--- src/pkg/gpio_pkg.sv ---
// constants, register map and carrier types of the three-port gpio block
// assumes one 50 mhz clock and an axi4-lite master on the same clock
// Behaviour
// - each first-port pin has a pullup enable bit; on a non-keyboard pin set connects, clear drops it
// - a first-port pullup applies only while the pin's direction is input
// - keyboard pins take pullup or pulldown from the keyboard polarity setting
// - eight second-port pins share converter inputs and never have pullups
// - second-port data latch is read/write and untouched by reset
// - a converter-selected second-port pin is forced to analog input
// - second-port direction bit 1 enables the output buffer, 0 makes input
// - reset clears second-port direction, all pins start as inputs
// - second-port data read gives latch for outputs, pin level for inputs
// - data writes with wstrb bit 0 set load the latch and never change input readback
// - third port has seven pins whose data latch survives reset
// - third-port pins 1 and 0 carry can receive and transmit when enabled
// - reset clears third-port direction; 1 selects output, 0 input
// - third-port data read gives latch for outputs, pin level for inputs
// - third-port pullup bit pulls an input pin up; outputs ignore it
// - first-port direction resets to inputs; 1 output, 0 input
package gpio_pkg;

	localparam int unsigned ADDR_W = 8;
	localparam int unsigned DATA_W = 32;
	localparam int unsigned PA_W = 8;
	localparam int unsigned PB_W = 8;
	localparam int unsigned PC_W = 7;

	// register indices; byte address is four times the index
	localparam logic [5:0] IDX_PB_DATA = 6'h01;
	localparam logic [5:0] IDX_PC_DATA = 6'h02;
	localparam logic [5:0] IDX_PA_DIR = 6'h04;
	localparam logic [5:0] IDX_PB_DIR = 6'h05;
	localparam logic [5:0] IDX_PC_DIR = 6'h06;
	localparam logic [5:0] IDX_PA_PUE = 6'h0c;
	localparam logic [5:0] IDX_PC_PUE = 6'h0e;

	localparam logic [1:0] RESP_OKAY = 2'h0;
	localparam logic [1:0] RESP_SLVERR = 2'h2;

	localparam int unsigned CAN_TX_BIT = 0;
	localparam int unsigned CAN_RX_BIT = 1;

	typedef enum logic [2:0] {
		SEL_NONE = 3'b000,
		SEL_PB_DATA = 3'b001,
		SEL_PC_DATA = 3'b010,
		SEL_PA_DIR = 3'b011,
		SEL_PB_DIR = 3'b100,
		SEL_PC_DIR = 3'b101,
		SEL_PA_PUE = 3'b110,
		SEL_PC_PUE = 3'b111
	} gpio_sel_t;

	typedef struct packed {
		logic [PB_W-1:0] o;
		logic [PB_W-1:0] oe;
	} gpio_pin8_t;

	typedef struct packed {
		logic [PC_W-1:0] o;
		logic [PC_W-1:0] oe;
		logic [PC_W-1:0] pu;
	} gpio_pin7_t;

	typedef struct packed {
		logic [PA_W-1:0] up;
		logic [PA_W-1:0] dn;
	} gpio_pull8_t;

	// address to register select, low two bits ignored
	function automatic gpio_sel_t gpio_decode(input logic [ADDR_W-1:0] a);
		gpio_sel_t s;
		s = SEL_NONE;
		unique case (a[ADDR_W-1:2])
			IDX_PB_DATA: s = SEL_PB_DATA;
			IDX_PC_DATA: s = SEL_PC_DATA;
			IDX_PA_DIR: s = SEL_PA_DIR;
			IDX_PB_DIR: s = SEL_PB_DIR;
			IDX_PC_DIR: s = SEL_PC_DIR;
			IDX_PA_PUE: s = SEL_PA_PUE;
			IDX_PC_PUE: s = SEL_PC_PUE;
			default: s = SEL_NONE;
		endcase
		return s;
	endfunction : gpio_decode

endpackage : gpio_pkg

--- src/rtl/gpio_ports.sv ---
// gpio ports a, b and c behind an axi4-lite register slave
// assumes pins arrive asynchronous; kbd, converter and can signals on aclk
//
// Implementation choice: the AXI4-Lite slave port.
`timescale 1ns/1ps
module gpio_ports import gpio_pkg::*; (
	// clock and reset
	input wire logic aclk,
	input wire logic aresetn,
	// axi4-lite write address and data
	input wire logic awvalid,
	output logic awready,
	input wire logic [ADDR_W-1:0] awaddr,
	input wire logic wvalid,
	output logic wready,
	input wire logic [DATA_W-1:0] wdata,
	input wire logic [3:0] wstrb,
	// axi4-lite write response
	output logic bvalid,
	input wire logic bready,
	output logic [1:0] bresp,
	// axi4-lite read
	input wire logic arvalid,
	output logic arready,
	input wire logic [ADDR_W-1:0] araddr,
	output logic rvalid,
	input wire logic rready,
	output logic [DATA_W-1:0] rdata,
	output logic [1:0] rresp,
	// first port pulls and keyboard control
	input wire logic [PA_W-1:0] keyboard_inputs,
	input wire logic [PA_W-1:0] keyboard_polarity_control,
	output gpio_pull8_t pa_pull,
	// second port pins and converter select
	input wire logic [PB_W-1:0] pb_pin_i,
	input wire logic [PB_W-1:0] converter_input_channels,
	output gpio_pin8_t pb_pin,
	// third port pins and can controller
	input wire logic [PC_W-1:0] pc_pin_i,
	input wire logic can_controller_enable,
	input wire logic can_tx,
	output logic can_rx,
	output gpio_pin7_t pc_pin
);

	// configuration and latches
	logic [PA_W-1:0] first_port_direction_q;
	logic [PA_W-1:0] first_port_pullup_enable_q;
	logic [PB_W-1:0] second_port_direction_q;
	logic [PB_W-1:0] second_port_data_q;
	logic [PC_W-1:0] third_port_direction_q;
	logic [PC_W-1:0] third_port_data_q;
	logic [PC_W-1:0] third_port_pullup_enable_q;
	logic second_port_loaded_q;
	logic third_port_loaded_q;

	// pin synchronisers
	logic [PB_W-1:0] pb_meta_q;
	logic [PB_W-1:0] pb_sync_q;
	logic [PC_W-1:0] pc_meta_q;
	logic [PC_W-1:0] pc_sync_q;

	// bus state
	logic wr_fire;
	logic ar_fire;
	gpio_sel_t wr_sel;
	gpio_sel_t rd_sel;
	logic bvalid_q;
	logic [1:0] bresp_q;
	logic rvalid_q;
	logic [DATA_W-1:0] rdata_q;
	logic [1:0] rresp_q;
	logic [DATA_W-1:0] rd_word;

	// pin drive state
	gpio_pull8_t pa_pull_d;
	gpio_pull8_t pa_pull_q;
	gpio_pin8_t pb_pin_d;
	gpio_pin8_t pb_pin_q;
	gpio_pin7_t pc_pin_d;
	gpio_pin7_t pc_pin_q;
	logic can_rx_q;

	// write takes address and data together
	assign wr_fire = awvalid && wvalid && !bvalid_q;
	assign awready = wr_fire;
	assign wready = wr_fire;
	assign wr_sel = gpio_decode(awaddr);

	assign ar_fire = arvalid && !rvalid_q;
	assign arready = !rvalid_q;
	assign rd_sel = gpio_decode(araddr);

	assign bvalid = bvalid_q;
	assign bresp = bresp_q;
	assign rvalid = rvalid_q;
	assign rdata = rdata_q;
	assign rresp = rresp_q;

	// write response
	always_ff @(posedge aclk) begin
		if (!aresetn) begin
			bvalid_q <= 1'b0;
			bresp_q <= RESP_OKAY;
		end else if (wr_fire) begin
			bvalid_q <= 1'b1;
			bresp_q <= (wr_sel == SEL_NONE) ? RESP_SLVERR : RESP_OKAY;
		end else if (bready) begin
			bvalid_q <= 1'b0;
		end
	end

	// direction and pullup registers
	always_ff @(posedge aclk) begin
		if (!aresetn) begin
			first_port_direction_q <= '0;
			second_port_direction_q <= '0;
			third_port_direction_q <= '0;
			first_port_pullup_enable_q <= '0;
			third_port_pullup_enable_q <= '0;
		end else if (wr_fire && wstrb[0]) begin
			unique case (wr_sel)
				SEL_PA_DIR: first_port_direction_q <= wdata[PA_W-1:0];
				SEL_PB_DIR: second_port_direction_q <= wdata[PB_W-1:0];
				SEL_PC_DIR: third_port_direction_q <= wdata[PC_W-1:0];
				SEL_PA_PUE: first_port_pullup_enable_q <= wdata[PA_W-1:0];
				SEL_PC_PUE: third_port_pullup_enable_q <= wdata[PC_W-1:0];
				SEL_NONE, SEL_PB_DATA, SEL_PC_DATA: begin
				end
			endcase
		end
	end

	// data latches keep their contents across reset
	always_ff @(posedge aclk) begin
		if (wr_fire && wstrb[0]) begin
			if (wr_sel == SEL_PB_DATA) begin
				second_port_data_q <= wdata[PB_W-1:0];
				second_port_loaded_q <= 1'b1;
			end
			if (wr_sel == SEL_PC_DATA) begin
				third_port_data_q <= wdata[PC_W-1:0];
				third_port_loaded_q <= 1'b1;
			end
		end
	end

	// two-stage pin synchronisers
	always_ff @(posedge aclk) begin
		pb_meta_q <= pb_pin_i;
		pb_sync_q <= pb_meta_q;
		pc_meta_q <= pc_pin_i;
		pc_sync_q <= pc_meta_q;
	end

	// read mux, latch for outputs and pin for inputs
	always_comb begin
		rd_word = '0;
		unique case (rd_sel)
			SEL_PB_DATA: rd_word[PB_W-1:0] =
				(second_port_direction_q & second_port_data_q) |
				(~second_port_direction_q & pb_sync_q);
			SEL_PC_DATA: rd_word[PC_W-1:0] =
				(third_port_direction_q & third_port_data_q) |
				(~third_port_direction_q & pc_sync_q);
			SEL_PA_DIR: rd_word[PA_W-1:0] = first_port_direction_q;
			SEL_PB_DIR: rd_word[PB_W-1:0] = second_port_direction_q;
			SEL_PC_DIR: rd_word[PC_W-1:0] = third_port_direction_q;
			SEL_PA_PUE: rd_word[PA_W-1:0] = first_port_pullup_enable_q;
			SEL_PC_PUE: rd_word[PC_W-1:0] = third_port_pullup_enable_q;
			SEL_NONE: rd_word = '0;
		endcase
	end

	// read response
	always_ff @(posedge aclk) begin
		if (!aresetn) begin
			rvalid_q <= 1'b0;
			rdata_q <= '0;
			rresp_q <= RESP_OKAY;
		end else if (ar_fire) begin
			rvalid_q <= 1'b1;
			rdata_q <= rd_word;
			rresp_q <= (rd_sel == SEL_NONE) ? RESP_SLVERR : RESP_OKAY;
		end else if (rready) begin
			rvalid_q <= 1'b0;
		end
	end

	// first port pulls, per pin
	generate
		for (genvar i = 0; i < PA_W; i++) begin : g_pa_pull
			always_comb begin
				pa_pull_d.up[i] = 1'b0;
				pa_pull_d.dn[i] = 1'b0;
				if (!first_port_direction_q[i]) begin
					if (keyboard_inputs[i]) begin
						pa_pull_d.up[i] = !keyboard_polarity_control[i];
						pa_pull_d.dn[i] = keyboard_polarity_control[i];
					end else begin
						pa_pull_d.up[i] = first_port_pullup_enable_q[i];
					end
				end
			end
		end
	endgenerate

	// second port drive, converter select wins
	always_comb begin
		pb_pin_d.o = second_port_data_q;
		pb_pin_d.oe = second_port_direction_q &
			~converter_input_channels;
	end

	// third port drive with can takeover
	always_comb begin
		pc_pin_d.o = third_port_data_q;
		pc_pin_d.oe = third_port_direction_q;
		if (can_controller_enable) begin
			pc_pin_d.o[CAN_TX_BIT] = can_tx;
			pc_pin_d.oe[CAN_TX_BIT] = 1'b1;
			pc_pin_d.oe[CAN_RX_BIT] = 1'b0;
		end
		pc_pin_d.pu = third_port_pullup_enable_q & ~pc_pin_d.oe;
	end

	// registered pin outputs
	always_ff @(posedge aclk) begin
		if (!aresetn) begin
			pa_pull_q <= '0;
			pb_pin_q <= '0;
			pc_pin_q <= '0;
			can_rx_q <= 1'b1;
		end else begin
			pa_pull_q <= pa_pull_d;
			pb_pin_q <= pb_pin_d;
			pc_pin_q <= pc_pin_d;
			can_rx_q <= can_controller_enable ?
				pc_sync_q[CAN_RX_BIT] : 1'b1;
		end
	end

	assign pa_pull = pa_pull_q;
	assign pb_pin = pb_pin_q;
	assign pc_pin = pc_pin_q;
	assign can_rx = can_rx_q;
endmodule : gpio_ports

--- config.mk ---
export PLATFORM = sky130hd
export DESIGN_NAME = gpio_ports
export DESIGN_NICKNAME = d
export VERILOG_FILES = /design/src/pkg/gpio_pkg.sv /design/src/rtl/gpio_ports.sv
export SDC_FILE = /design/constraint.sdc
export NUM_CORES = 1
export LEC_CHECK = 0
export BUFFER_PORTS_ARGS = -buffer_cell sky130_fd_sc_hd__buf_2
export CORE_MARGIN = 5
export CORE_UTILIZATION = 25
export DETAILED_ROUTE_END_ITERATION = 8
export SLEW_MARGIN = 25
export SYNTH_ARGS = -nofsm -noshare
export SYNTH_HDL_FRONTEND = slang
export SYNTH_SLANG_ARGS = --single-unit
--- constraint.sdc ---
create_clock -name aclk -period 3.7 [get_ports aclk]
set_input_delay 0.74 -clock aclk [delete_from_list [all_inputs] [get_ports aclk]]
set_output_delay 0.74 -clock aclk [all_outputs]
set_load 0.01 [all_outputs]
# --- Word-level counts from Yosys, hierarchy flattened ---
# Index checks and enable logic that the tools add are counted.
word_totals:
  reg_bits: 151
  in_bits: 100
  elab_cells: 149
op_classes:
  n_eq_ne: 28
  muxes: 20
  bitwise: 21
  n_reduce_logical: 42
ops:
  columns: ["cell", "count"]
  rows:
  - ["7-bit case mux with 8 select lines", 1]
  - ["3-bit case mux with 7 select lines", 2]
  - ["6-bit by 3-bit == test with 1-bit output, second input constant", 6]
  - ["8-bit bitwise AND", 3]
  - ["3-bit == test, second input constant", 8]
  - ["6-bit by 4-bit == test with 1-bit output, second input constant", 4]
  - ["3-bit OR reduction", 8]
  - ["7-bit bitwise AND", 3]
  - ["8-bit NOT", 2]
  - ["2-bit AND reduction", 8]
  - ["2-bit OR reduction", 8]
  - ["7-bit NOT", 2]
  - ["1-bit 2-to-1 mux", 13]
  - ["3-bit by 2-bit == test with 1-bit output, second input constant", 4]
  - ["6-bit by 1-bit == test with 1-bit output, second input constant", 2]
  - ["6-bit by 2-bit == test with 1-bit output, second input constant", 2]
  - ["1-bit zero test", 10]
  - ["1-bit NOT", 9]
  - ["8-bit OR", 1]
  - ["7-bit OR", 1]
  - ["3-bit by 1-bit == test with 1-bit output, second input constant", 2]
  - ["3-bit zero test", 2]
  - ["2-bit 2-to-1 mux", 3]
  - ["1-bit logical AND", 4]
  - ["other kinds (2)", 3]

# --- Longest topological paths before layout ---
logic_depth:
  depth_word: 4
  ltp_mapped: 6
  mapped_depth_nobuf: 4

# --- Worst setup path after synthesis ---
# OpenSTA, ideal clock, no wires.
synth_timing:
  path_kind: "input port to flip-flop"
  startpoint: "in awvalid"
  endpoint: "reg second_port_data_q[0], enable pin"
  arrival_time_ns: 2.090
  required_ns: 3.302
  slack_ns: 1.212
  path_stages: 4
  cell_sequence: "and3b_1 -> buf_4 -> nand3b_4 -> nor4b_1"
synth_between:
  elab_chain_cells: 4
synth_lines:
  columns: ["item", "line", "text"]
  rows:
  - ["start: declaration", "gpio_ports.sv:11", "input wire logic awvalid,"]
  - ["1-bit logical AND (2 in series)", "gpio_ports.sv:85", "assign wr_fire = awvalid && wvalid && !bvalid_q;"]
  - ["net awready", "gpio_ports.sv:12", "output logic awready,"]
  - ["1-bit logical AND", "gpio_ports.sv:136", "if (wr_fire && wstrb[0]) begin"]
  - ["2-bit AND reduction (no line)", null, null]
  - ["end signal: assignment", "gpio_ports.sv:138", "second_port_data_q <= wdata[PB_W-1:0];"]
  - ["end: declaration", "gpio_ports.sv:50", "logic [PB_W-1:0] second_port_data_q;"]
# The timed path passes the listed nets, and every way through them passes these cells.
# A chain may end at the register's enable or synchronous reset.

# --- Worst setup path after layout ---
layout_timing:
  startpoint: "in awvalid"
  endpoint: "reg third_port_data_q[3], enable pin"
layout_between:
  elab_chain_cells: 4
layout_lines:
  columns: ["item", "line", "text"]
  rows:
  - ["1-bit logical AND (2 in series)", "gpio_ports.sv:85", null]
  - ["1-bit logical AND", "gpio_ports.sv:136", null]
  - ["2-bit AND reduction (no line)", null, null]
  - ["end signal: assignment", "gpio_ports.sv:142", "third_port_data_q <= wdata[PC_W-1:0];"]
  - ["end: declaration", "gpio_ports.sv:52", "logic [PC_W-1:0] third_port_data_q;"]
# No other way between the ends.

==> summary.txt <==
Status
  • Status: finished clean

Worst setup path
  • Critical Path RT: 3.82 ns
  • Crit path from: awvalid
  • Crit path DAT: 2.41 ns
  • Crit Path Category: input pin to register
  • CP max stage delay: 0.77 ns
  • Worst reg2reg path depth: 4
  • CP endpoint kind: register
  • Crit-path cells: buf_2 > and3b_1 > nand3_1 > nor3_1 > buf_4
  • Worst path slowest cell: nor3_1
  • Startpoint type of the worst setup path: input pin
  • Reg2reg end: third_port_data_q[3]
  • FF-to-FF Start: bvalid
  • R2r setup slk: 1.45 ns
  • Peak fanout along the critical path: 9
  • Worst setup endpoint: third_port_data_q[3]

Timing
  • Worst Tran Pin Value: 0.994 ns
  • Setup WS post-layout: 1.42 ns
  • Final setup violation count: 0
  • Layout Skew: 0.0232 ns
  • Highest Clock Rate: 438 MHz
  • Final worst path period need: 2.28 ns
  • Max-Slew Margin vs Limit: 33.3%
  • Max-slew violation count: 0
  • Setup TNS: 0 ns
  • Unrepaired setup endpoints after global routing: no
  • Final hold violations: 0
  • Worst Hold Slack: 0.325 ns
  • Final period util: 61.7%

Place
  • PortBufs: 137
  • Pre-CTS WS: 0.976 ns
  • Final HPWL DP: 10.9 mm
  • Placed Area: 6260 µm²
  • GPL Wtd Cong: 0.770

Clocking
  • Cts hold-fix bufs: 0
  • Clock Latency Late Sink: 0.43 ns
  • Post-CTS sizing: 0
  • Postcts setup bufs: 0
  • Num CTS Buffers: 17
  • Clk root buf: clkbuf_16
  • # clock sinks: 149
  • Worst-path clk slew: 0.06 ns
  • H-tree levels: 4
  • Max Root-Sink Buffers: 2
  • CTS tree: yes

Synthesis
  • Synth Area in Compound Gates: 7.50%
  • Leading area contributor after synthesis: dfxtp_1
  • Post-synthesis mux area share: 10.1%
  • Post-synth EDFFs: 15
  • Synth Area in Adders: 0%
  • #FFs+latches synth: 149
  • Most frequent cells after synthesis: dfxtp_1 (134), nand2_1 (55), mux2i_1 (46)
  • Synth top area share: 50.2%
  • Post-synth top flop: dfxtp_1
  • Simple-gate share of the synthesized area: 17.4%
  • Syn_area_per_cell: 11.1 µm²
  • Proportion of synthesized chip area in sequential cells: 58.7%
  • Yosys cell types: 41
  • Async S/R FF share, synth: 0%
  • Xor/xnor share of the synthesized area: 0%
  • Most common cell in the netlist: dfxtp_1
  • Largest family of logic cells by synthesized area: simple AND/OR/NAND/NOR gates
  • Ranking of synthesized cells by area: dfxtp_1 (50%), mux2i_1 (8.6%), edfxtp_1 (8.4%), buf_4 (4.2%), nand2_1 (3.9%)
  • Yosys warnings: 0
  • Gate Count Post-Synth: 483
  • Post-Syn Area: 5340 µm²

Power and ir drop
  • Sequential Power Share: 46.6%
  • Internal cell power: 2.80 mW
  • Logic pwr share: 5.4%
  • IR drop worst, VDD: 266 µV
  • Switching Fraction: 22.4%
  • Clk network pwr share: 48.1%
  • Leakage Power: 2.91 nW
  • PwrDens: 525 nW/µm²
  • Net Sw Power: 0.805 mW

Floorplanning
  • Initial Util: 25.4%
  • Num ports: 195
  • Die ar.: 24400 µm²
  • Row cnt: 53
  • Core area: 21000 µm²
  • Die W: 156 µm
  • Die H: 156 µm

Global routing
  • Pin count of the biggest net entering global routing: 73
  • Tot GR Track Use: 12.6%
  • First-pass GRT wire length: 22.7 mm
  • Number of global-route vias before repair: 3964
  • Total grt overflow: 0
  • Antenna violations before repair: 0

Min path
  • Hold Path Class: register to register
  • Worst hold stages: 0

Final layout
  • Final nets: 724
  • Filler cells: 2170
  • # diodes: 0
  • Syn-to-layout area delta: 28.4%
  • Final core occ: 32.6%
  • Layout Cell Area excl Fill: 6860 µm²
  • Share of layout cells above drive strength 1: 30.1%

Routing
  • Detailed-route DRC error count: 0
  • DR vias: 3900
  • WL final: 15.4 mm
  • DR pass1 iterations: 4
  • WL/cell: 16.9 µm
  • Initial DRC count: 221
  • Post-route antenna net violation count: 0
  • DR vias/cell: 4.28

Flow run
  • Max-Cap Viols: 0
[layer usage]
layer / vias to the layer above / track usage, % / share of wire [%]
met5: - / 0 / 0
met4: 0 / 5.04 / 1.7
met3: 14 / 4.52 / 6.5
met2: 118 / 20.4 / 48
met1: 1828 / 15.3 / 44
li1: 1940 / - / -
[worst max-delay path, delay by kind of cell]
kind	cells	cell delay, ns
buf+inv	2	0.40
simple gates	3	1.26
[state kept, by name (all words and copies together) (netlist names), 8 cells and up]
name and count:
pc_pin 21, second_port_data_q 8, first_port_pullup_enable_q 8, pb_meta_q 8
pa_pull 16, pb_sync_q 8, pb_pin 16, second_port_direction_q 8
rdata 8, first_port_direction_q 8
[cell families (layout without fill, tap and decap cells)]
| family | after synthesis | in the layout |
|---|---|---|
| AOI/OAI and AO/OA | 58 | 58 |
| buffers and inverters | 57 | 186 |
| DFF | 149 | 149 |
| muxes | 53 | 53 |
| other | 1 | 26 |
| and+or+nand+nor | 165 | 165 |
[area by class of cell]
class                           instances  area [µm²]  share of cell area [%]
Sequential cell                       149        3130                    45.7
Multi-Input combinational cell        302        2000                    29.1
Timing Repair Buffer                  147         761                    11.1
Clock buffer                           22         475                    6.93
Tap cell                              275         344                    5.02
Clock inverter                         10         121                    1.77
Inverter                                7        26.3                   0.383
[stage by stage]
stage,instances,total power [mW]
final,912,3.60
after global routing,912,3.75
after CTS,912,3.66
after detailed placement,880,1.91
after global placement,880,1.90
after floorplan,508,1.83
[how the worst min path moves through the flow]
stage	slack (ns)	to	start
finish	0.32	pc_sync_q[0]	pc_meta_q[0]
detailed placement	0.31	pc_sync_q[0]	pc_meta_q[0]
global placement	0.31	pc_sync_q[1]	pc_meta_q[1]
global route	0.33	pc_sync_q[6]	pc_meta_q[6]
floorplan	0.31	pb_sync_q[0]	pb_meta_q[0]
CTS	0.32	pc_sync_q[6]	pc_meta_q[6]
[layout by cell type (no fill, tap or decap), types with 3 or more instances in the layout]
cell / synthesis / layout
nor4b_1: 10 / 9
and2_1: 20 / 20
a2bb2oi_1: 14 / 14
nand2b_1: 4 / 4
mux2_2: 7 / 7
inv_1: 6 / 6
nor2_1: 15 / 15
a21oi_1: 5 / 5
dfxtp_1: 134 / 134
edfxtp_1: 15 / 15
buf_4: 30 / 10
nor2b_1: 4 / 4
a31oi_1: 10 / 10
a221oi_1: 7 / 7
conb_1: 1 / 26
clkbuf_1: 13 / 3
nand3_1: 11 / 11
clkbuf_16: 0 / 18
clkinv_4: 0 / 4
nor3b_1: 15 / 13
nor3_1: 10 / 10
nand2_1: 55 / 55
o21ai_0: 19 / 19
and3_1: 9 / 9
buf_2: 5 / 137
mux2i_1: 46 / 46
[power groups by stage]
stage | sequential (mW) | combinational (mW) | clock [mW]
2_1_floorplan | 1.72 | 0.111 | 0
3_3_place_gp | 1.71 | 0.192 | 0
3_5_place_dp | 1.71 | 0.194 | 0
4_1_cts | 1.68 | 0.195 | 1.79
5_1_grt | 1.68 | 0.214 | 1.86
6_report | 1.68 | 0.193 | 1.73
No activity file was read; power rests on OpenSTA's default activity.
